===== config.mk =====
export PLATFORM = sky130hd
export DESIGN_NAME = dad_decoder
export DESIGN_NICKNAME = d
export VERILOG_FILES = /design/src/dad_pkg.sv /design/src/dad_decoder.sv
export SDC_FILE = /design/constraint.sdc
export NUM_CORES = 1
export LEC_CHECK = 0
export BUFFER_PORTS_ARGS = -buffer_cell sky130_fd_sc_hd__buf_2
export CAP_MARGIN = 20
export CORE_AREA = 3 3 72 74
export DETAILED_ROUTE_END_ITERATION = 10
export DIE_AREA = 0 0 75 77
export PLACE_DENSITY = 0.75
export SLEW_MARGIN = 10
export SYNTH_ARGS = -nofsm -noshare
export SYNTH_HDL_FRONTEND = slang
export SYNTH_SLANG_ARGS = --single-unit

===== constraint.sdc =====
create_clock -name vclk -period 2.9
set_input_delay 0.29 -clock vclk [all_inputs]
set_output_delay 0.29 -clock vclk [all_outputs]
set_load 0.01 [all_outputs]

===== src/dad_pkg.sv =====
// Package for the debug APB address decoder: map constants and carrier types
package dad_pkg;

  // ==========================================================================
  // Address space
  localparam int unsigned ADDR_W = 24;
  localparam int unsigned DATA_W = 32;
  localparam int unsigned NUM_CORES = 8;
  localparam int unsigned NUM_PE_SLOTS = 16;

  // ==========================================================================
  // Newer layout: 1MB per element, 64KB pages, bottom 4KB used
  localparam int unsigned PE_REGION_LSB = 20;
  localparam int unsigned PAGE64_LSB = 16;
  localparam int unsigned PAGE4_LSB = 12;
  localparam logic [3:0] PG_ROM = 4'h0;
  localparam logic [3:0] PG_DEBUG = 4'h1;
  localparam logic [3:0] PG_CTI = 4'h2;
  localparam logic [3:0] PG_PMU = 4'h3;
  localparam logic [3:0] PG_TRACE = 4'h4;
  localparam logic [3:0] PG_ELA = 4'hc;
  localparam logic [3:0] PG_CL_ELA = 4'hd;
  localparam logic [3:0] PG_CL_CTI = 4'he;
  localparam logic [3:0] PG_ACT = 4'hf;

  // ==========================================================================
  // Older layout: packed 4KB pages, groups of four elements per 128KB
  localparam logic [5:0] OLD_ROM = 6'h00;
  localparam logic [5:0] OLD_CL_ELA = 6'h01;
  localparam logic [5:0] OLD_CL_CTI = 6'h02;
  // Group-relative 4KB slot bases (slot bits [4:2]), element in bits [1:0]
  localparam logic [2:0] OLD_G_DEBUG = 3'h1;
  localparam logic [2:0] OLD_G_ELA = 3'h2;
  localparam logic [2:0] OLD_G_PMU = 3'h3;
  localparam logic [2:0] OLD_G_CTI = 3'h5;
  localparam logic [2:0] OLD_G_ACT = 3'h6;
  localparam logic [2:0] OLD_G_TRACE = 3'h7;

  // ==========================================================================
  // Component kinds
  typedef enum logic [3:0] {
    DAD_CMP_NONE = 4'h0,
    DAD_CMP_ROM = 4'h1,
    DAD_CMP_DEBUG = 4'h2,
    DAD_CMP_CTI = 4'h3,
    DAD_CMP_PMU = 4'h4,
    DAD_CMP_TRACE = 4'h5,
    DAD_CMP_ELA = 4'h6,
    DAD_CMP_ACT = 4'h7,
    DAD_CMP_CL_ELA = 4'h8,
    DAD_CMP_CL_CTI = 4'h9
  } dad_cmp_t;

  localparam int unsigned NUM_TARGETS = 10;

  // ==========================================================================
  // Carriers
  typedef struct packed {
    logic psel;
    logic penable;
    logic pwrite;
    logic [ADDR_W-1:0] paddr;
    logic [DATA_W-1:0] pwdata;
  } dad_apb_req_t;

  typedef struct packed {
    logic pready;
    logic [DATA_W-1:0] prdata;
    logic pslverr;
  } dad_apb_rsp_t;

  typedef struct packed {
    dad_cmp_t kind;
    logic [3:0] pe;
    logic [PAGE4_LSB-1:0] offset;
  } dad_target_t;

endpackage : dad_pkg


===== src/dad_decoder.sv =====
// Debug APB address decoder: routes each access to at most one debug component
// Function
// - Every address selects at most one component from a fixed base table.
// - Newer layout: component uses only bottom 4KB of its 64KB page.
// - Upper 60KB of each page is reserved, never selects component.
// - Unassigned address ranges decode as reserved space.
// - Reserved ranges read as zero.
// - ROM table sits at address zero.
// - Element zero debug block at 0x010000.
// - Each element repeats the pattern one 1MB step higher.
// - Activity monitor at last page of each element region.
// - Cluster analyzer only at page thirteen of element zero region.
// - Cluster cross-trigger only at page fourteen of element zero region.
// - Element equals core number; only elements below CORES (at most eight) decode.
// - 64KB-page layout applies when the newer map option is selected.
// - Activity monitor id/device registers are unimplemented, read zero.
// - Older option uses packed 4KB pages, cluster blocks above ROM.
`timescale 1ns/100ps

module dad_decoder #(
  parameter int unsigned CORES = dad_pkg::NUM_CORES,
  // Activity monitor identification window start, in the 4KB page
  parameter logic [11:0] ACT_ID_BASE = 12'hd00
) (
  // Clock and reset
  input wire logic mclk_i,
  input wire logic reset_n_i,
  // Map option: high selects the newer 64KB-page layout
  input wire logic map_new_i,
  // Debug APB slave port from the master
  input wire dad_pkg::dad_apb_req_t up_req_i,
  output dad_pkg::dad_apb_rsp_t up_rsp_o,
  // Shared request towards components; select is one-hot, or all zero for reserved space
  output logic [dad_pkg::NUM_TARGETS-1:0] dn_sel_o,
  output logic [3:0] dn_pe_o,
  output logic [11:0] dn_addr_o,
  output logic dn_penable_o,
  output logic dn_pwrite_o,
  output logic [dad_pkg::DATA_W-1:0] dn_pwdata_o,
  // Answer from the selected component
  input wire logic dn_pready_i,
  input wire logic [dad_pkg::DATA_W-1:0] dn_prdata_i,
  input wire logic dn_pslverr_i
);
  import dad_pkg::*;

  // Elaboration guard: CORES must lie in 1..NUM_CORES (eight), though the four-bit element field could name sixteen
  if (CORES < 1 || CORES > NUM_CORES) begin : g_bad_cores
    $error("dad_decoder: CORES must be 1..8");
  end

  // ==========================================================================
  // Decode
  // Purely combinational, so a decode adds no wait state to the bus.
  function automatic dad_target_t decode(input logic [ADDR_W-1:0] a, input logic nw);
    dad_target_t t;
    logic [3:0] pe;
    logic [3:0] pg;
    logic [5:0] slot;
    logic [2:0] grp;
    t.kind = DAD_CMP_NONE;
    t.pe = 4'h0;
    t.offset = a[PAGE4_LSB-1:0];
    pe = a[23:20];
    pg = a[19:16];
    slot = a[17:12];
    grp = slot[4:2];
    if (nw) begin
      t.pe = pe;
      // Only the bottom 4KB of a page is decoded
      if (a[15:12] == 4'h0) begin
        case (pg)
          PG_ROM: t.kind = (pe == 4'h0) ? DAD_CMP_ROM : DAD_CMP_NONE;
          PG_DEBUG: t.kind = DAD_CMP_DEBUG;
          PG_CTI: t.kind = DAD_CMP_CTI;
          PG_PMU: t.kind = DAD_CMP_PMU;
          PG_TRACE: t.kind = DAD_CMP_TRACE;
          PG_ELA: t.kind = DAD_CMP_ELA;
          PG_CL_ELA: t.kind = (pe == 4'h0) ? DAD_CMP_CL_ELA : DAD_CMP_NONE;
          PG_CL_CTI: t.kind = (pe == 4'h0) ? DAD_CMP_CL_CTI : DAD_CMP_NONE;
          PG_ACT: t.kind = DAD_CMP_ACT;
          default: t.kind = DAD_CMP_NONE;
        endcase
      end
      // Cluster blocks belong to element zero's region only
      if (t.kind == DAD_CMP_ROM || t.kind == DAD_CMP_CL_ELA || t.kind == DAD_CMP_CL_CTI) begin
        t.pe = 4'h0;
      end
    end else begin
      // Packed layout only spans the low 512KB
      if (a[23:19] == 5'h00) begin
        if (a[18:12] == {1'b0, OLD_ROM}) begin
          t.kind = DAD_CMP_ROM;
        end else if (a[18:12] == {1'b0, OLD_CL_ELA}) begin
          t.kind = DAD_CMP_CL_ELA;
        end else if (a[18:12] == {1'b0, OLD_CL_CTI}) begin
          t.kind = DAD_CMP_CL_CTI;
        end else begin
          t.pe = {a[18:17], slot[1:0]};
          case (grp)
            OLD_G_DEBUG: t.kind = DAD_CMP_DEBUG;
            OLD_G_ELA: t.kind = DAD_CMP_ELA;
            OLD_G_PMU: t.kind = DAD_CMP_PMU;
            OLD_G_CTI: t.kind = DAD_CMP_CTI;
            OLD_G_ACT: t.kind = DAD_CMP_ACT;
            OLD_G_TRACE: t.kind = DAD_CMP_TRACE;
            default: t.kind = DAD_CMP_NONE;
          endcase
          if (t.kind == DAD_CMP_NONE) begin
            t.pe = 4'h0;
          end
        end
      end
    end
    // Per-element blocks beyond the built cores stay unmapped
    if (t.kind inside {DAD_CMP_DEBUG, DAD_CMP_CTI, DAD_CMP_PMU, DAD_CMP_TRACE,
                       DAD_CMP_ELA, DAD_CMP_ACT}) begin
      if (32'(t.pe) >= CORES) begin
        t.kind = DAD_CMP_NONE;
        t.pe = 4'h0;
      end
    end
    // Identification block of the activity monitor is not built
    if (t.kind == DAD_CMP_ACT && t.offset >= ACT_ID_BASE) begin
      t.kind = DAD_CMP_NONE;
      t.pe = 4'h0;
    end
    return t;
  endfunction : decode

  // ==========================================================================
  // State
  // Read data is captured in a flop, but up_rsp_o.prdata does not use it; the master sees the unregistered value.
  typedef struct packed {
    logic [DATA_W-1:0] rdata;
  } dad_state_t;

  dad_state_t state_reg;
  dad_state_t state_next;
  dad_target_t tgt;
  logic hit;
  logic access;
  logic done;

  always_comb begin
    tgt = decode(up_req_i.paddr, map_new_i);
    hit = (tgt.kind != DAD_CMP_NONE);
    access = up_req_i.psel & up_req_i.penable;
    // Reserved space answers at once so the master never stalls on it
    done = access & (hit ? dn_pready_i : 1'b1);
    state_next = state_reg;
    if (done && !up_req_i.pwrite) begin
      state_next.rdata = hit ? dn_prdata_i : '0;
    end
  end

  always_ff @(posedge mclk_i) begin
    if (!reset_n_i) begin
      state_reg <= '0;
    end else begin
      state_reg <= state_next;
    end
  end

  // ==========================================================================
  // Outputs
  always_comb begin
    dn_sel_o = '0;
    if (up_req_i.psel && hit) begin
      dn_sel_o[tgt.kind] = 1'b1;
    end
    dn_pe_o = tgt.pe;
    dn_addr_o = tgt.offset;
    dn_penable_o = up_req_i.penable & hit;
    // Writes to reserved space go nowhere
    dn_pwrite_o = up_req_i.pwrite & hit;
    dn_pwdata_o = up_req_i.pwdata;
    up_rsp_o.pready = ~access | done;
    // Read data passes through in the completing cycle; reserved reads give zero
    up_rsp_o.prdata = (done && !up_req_i.pwrite && hit) ? dn_prdata_i : '0;
    up_rsp_o.pslverr = done & hit & dn_pslverr_i;
  end

endmodule : dad_decoder


# Word-level counts from Yosys, hierarchy flattened
# Cells that the tools add are included.
# word_totals
regBits,0
# op_classes
eq_ne,26
muxes,30
bitwise,8
order_cmp,4
reduce_logical,16
# op_table
op,count
$mux W4,17
$mux W8,5
$pmux W4 S9,1
$mux W32,1
$eq A4 B3 Y1 const B,6
$eq A4 B4 Y1 const B,6
$pmux W3 S6,1
$eq A4 B2 Y1 const B,4
$logic_not A4 Y1,4
$ge A12 B12 Y1 const B,1
$mux W10,1
$eq A3 B3 Y1 const B,3
$eq A4 B1 Y1 const B,2
$eq A7 B1 Y1 const B,1
$eq A7 B2 Y1 const B,1
$logic_not A7 Y1,1
$and A1 B1 Y1,6
$eq A3 B2 Y1 const B,2
$reduce_bool A6 Y1,1
$logic_and A1 B1 Y1,5
$logic_not A5 Y1,1
$lt A4 B5 Y1 const B,1
$demux W1 S4,1
$ge A4 B1 Y1 const B,1
8 further kinds,11

# Logic depth before layout (Yosys ltp)
# depth
ltp_word,26
ltp_mapped,9
mapped_depth_nobuf,6

# Worst setup path before layout
# No wires, ideal clock.
# synth_path
kind,input-to-output
start,in up_req_i[49] in the netlist's numbering
end,out up_rsp_o[24] in the netlist's numbering
arrival_time_ns,2.283
path_slack_ns,0.327
t_required_ns,2.610
path_stages,8
path_cell_list,clkbuf_1 -> xor2_1 -> mux2i_1 -> nand3_1 -> a41oi_1 -> a21oi_4 -> buf_6 -> nor4b_1
# synth_rtl
item,line_no,rtl
start: declaration,dad_decoder.sv:31,"input wire dad_pkg::dad_apb_req_t up_req_i,"
end: declaration,dad_decoder.sv:32,"output dad_pkg::dad_apb_rsp_t up_rsp_o,"

==> results.json <==
{
  "status": "finished, final reports clean",
  "combPwrFrac": 1.000,
  "wire_per_inst_um": 13.8,
  "fin_hold_ws_ns": 0.580,
  "setup_violations": 0,
  "crit_slowest_cell": "nor4b_1",
  "routabilityCongestion": 0.847,
  "yosys.cell_types.count": 44,
  "seq_power_share": 0,
  "p_switching_mw": 0.0544,
  "drv_slew": 0,
  "power_density_mw_per_mm2": 72.0,
  "synth_common_cells": "46 x buf_4, 34 x nor4b_1, 13 x nor2_1",
  "synth_top_area_cell": "buf_4",
  "cp_data_required_time_ns": 2.61,
  "grt_pass1_vias": 1233,
  "area_growth_pct": 23.0,
  "synth_top_cell_area_share": 0.278,
  "grt-ovfl-total": 0,
  "yosys_warnings": 0,
  "p_clk_frac": 0,
  "rsz0062_at_grt": "false",
  "worst_pin_slew_ns": 0.553,
  "slew_headroom": 0.631,
  "hold_class": "input port to primary output",
  "cts_setup_buffers": 0,
  "period_share": 0.936,
  "num_vias": 1465,
  "initial_utilization": 0.267,
  "synth_area_leaders": "buf_4 28%, nor4b_1 24%, nor2_1 3.9%, a211oi_1 3.6%, buf_6 2.7%",
  "io_pins": 190,
  "path_common_cell": "buf_2",
  "rows": 25,
  "critPathMaxStageDelay_ns": 0.40,
  "setup_tns_ns": 0,
  "irDropWorstVdd_uv": 48.6,
  "layout.nets": 326,
  "leakagePower_nw": 0.773,
  "ys_seq_area_frac": 0,
  "min_from": "up_req_i[10]",
  "netlist_instances": 171,
  "finalCriticalPeriod_ns": 2.71,
  "antenna_found_initial": 0,
  "drive_above_1_share": 0.544,
  "drv_cap": 0,
  "dieArea_sq_mm": 0.00578,
  "seq_area_sq_um": 0,
  "viasPerCell": 5.20,
  "dp_hpwl_um": 3190,
  "ant_nets": 0,
  "cp_max_fo": 17,
  "fmaxAchievable_mhz": 368,
  "fill_cells": 525,
  "critPathCaptureType": "primary output",
  "critPathArrivalTime_ns": 2.42,
  "n_sequential_cell": 0,
  "crit_path_start_kind": "input port",
  "grt_max_degree": 40,
  "drc_errors": 0,
  "path_cells": "buf_2, xor2_1, mux2i_1, nand3_1, a41oi_1, a21oi_4, buf_4, nor4b_1, buf_2",
  "synth_area_sq_mm": 0.00124,
  "die_h_um": 77,
  "internal_power_mw": 0.0558,
  "hold_violations": 0,
  "first_iter_violations": 27,
  "syn_nets": 267,
  "drt_first_pass_iters": 4,
  "clkbuf_count": 0,
  "hold_end": "dn_pwdata_o[10]",
  "swShare": 0.494,
  "antenna_cells": 0,
  "min_path_cells": 0,
  "core_sq_mm": 0.00466,
  "die_x_um": 75,
  "grt_pass1_wl_um": 5740,
  "portBuffers": 107,
  "synth.most_common_cell": "buf_4",
  "syn_avg_cell_area_sq_um": 7.27,
  "postRouteWirelength_um": 3880,
  "crit_type": "input port to primary output",
  "track_usage": 0.117
}
-- placed cells by master (no fill, tap or decap), types with 2 or more instances in the layout --
cell | netlist | layout
xor2_1 | 2 | 2
buf_4 | 46 | 7
or2_2 | 2 | 2
nor4b_1 | 34 | 34
nand3_1 | 5 | 5
o211a_1 | 2 | 2
nor3b_1 | 2 | 2
nand2b_1 | 3 | 3
nor2b_1 | 3 | 3
nand2_1 | 8 | 8
a211oi_1 | 6 | 6
nor2_1 | 13 | 12
a21oi_1 | 2 | 2
nor3_1 | 2 | 2
buf_12 | 0 | 2
o211ai_1 | 2 | 2
buf_2 | 3 | 107
-- layout make-up --
type               count  area, sq um  area share
multi-input cells    112          835       0.545
well taps             54         67.6      0.0442
repair buffers       116          628       0.410
-- cell families after synthesis --
group,count (synthesis),share of synthesized area
compound gates,23,0.150
xor+xnor,3,0.0211
buf+inv,59,0.338
mux,1,0.00805
other cells,1,0.00302
simple gates,84,0.480
-- power by group through the flow --
stage | sequential [mW] | clock [mW] | combinational, mW
floorplan | 0 | 0 | 0.114
global placement | 0 | 0 | 0.108
detailed placement | 0 | 0 | 0.110
CTS | 0 | 0 | 0.110
global route | 0 | 0 | 0.122
finish | 0 | 0 | 0.110
-- per-stage QoR --
step | total power [mW] | cells | utilization | instance area [sq um] | setup WS [ns]
after CTS | 0.110 | 282 | 0.328 | 1530 | 0.0584
after detailed placement | 0.110 | 282 | 0.328 | 1530 | 0.0663
after global placement | 0.108 | 282 | 0.328 | 1530 | 0.159
after floorplan | 0.114 | 171 | - | 1240 | 0.327
after global routing | 0.122 | 282 | 0.328 | 1530 | 0.000103
final | 0.110 | 282 | 0.328 | 1530 | 0.186
-- critical path, delay by kind of cell --
kind | cells | cell delay [ns]
AOI/OAI and AO/OA | 2 | 0.49
muxes | 1 | 0.27
xor gates and xnor gates | 1 | 0.24
buffers and inverters | 3 | 0.58
and+or+nand+nor | 2 | 0.54
-- how the worst max path moves through the flow --
| stage | start | to | depth (start not counted) |
|---|---|---|---|
| 6_report | up_req_i[49] | up_rsp_o[26] | 9 |
| 3_5_place_dp | up_req_i[47] | up_rsp_o[26] | 9 |
| 4_1_cts | up_req_i[47] | up_rsp_o[26] | 9 |
| 3_3_place_gp | up_req_i[47] | up_rsp_o[26] | 9 |
| 2_1_floorplan | up_req_i[49] | up_rsp_o[24] | 8 |
| 5_1_grt | up_req_i[49] | up_rsp_o[26] | 9 |
-- timing repair --
item	in CTS	in global routing
resized for setup	0	1
hold buffers	0	0
endpoints found under the setup margin	0	1
-- routing by layer --
layer  part of all wire  vias to the layer above  track usage
li1                   -                      709            -
met2               0.49                       69        0.210
met1               0.39                      667        0.143
met4              0.025                        0       0.0356
met5                  0                        -            0
met3              0.089                       20      0.00917
Power figures use the tool's default switching activity.
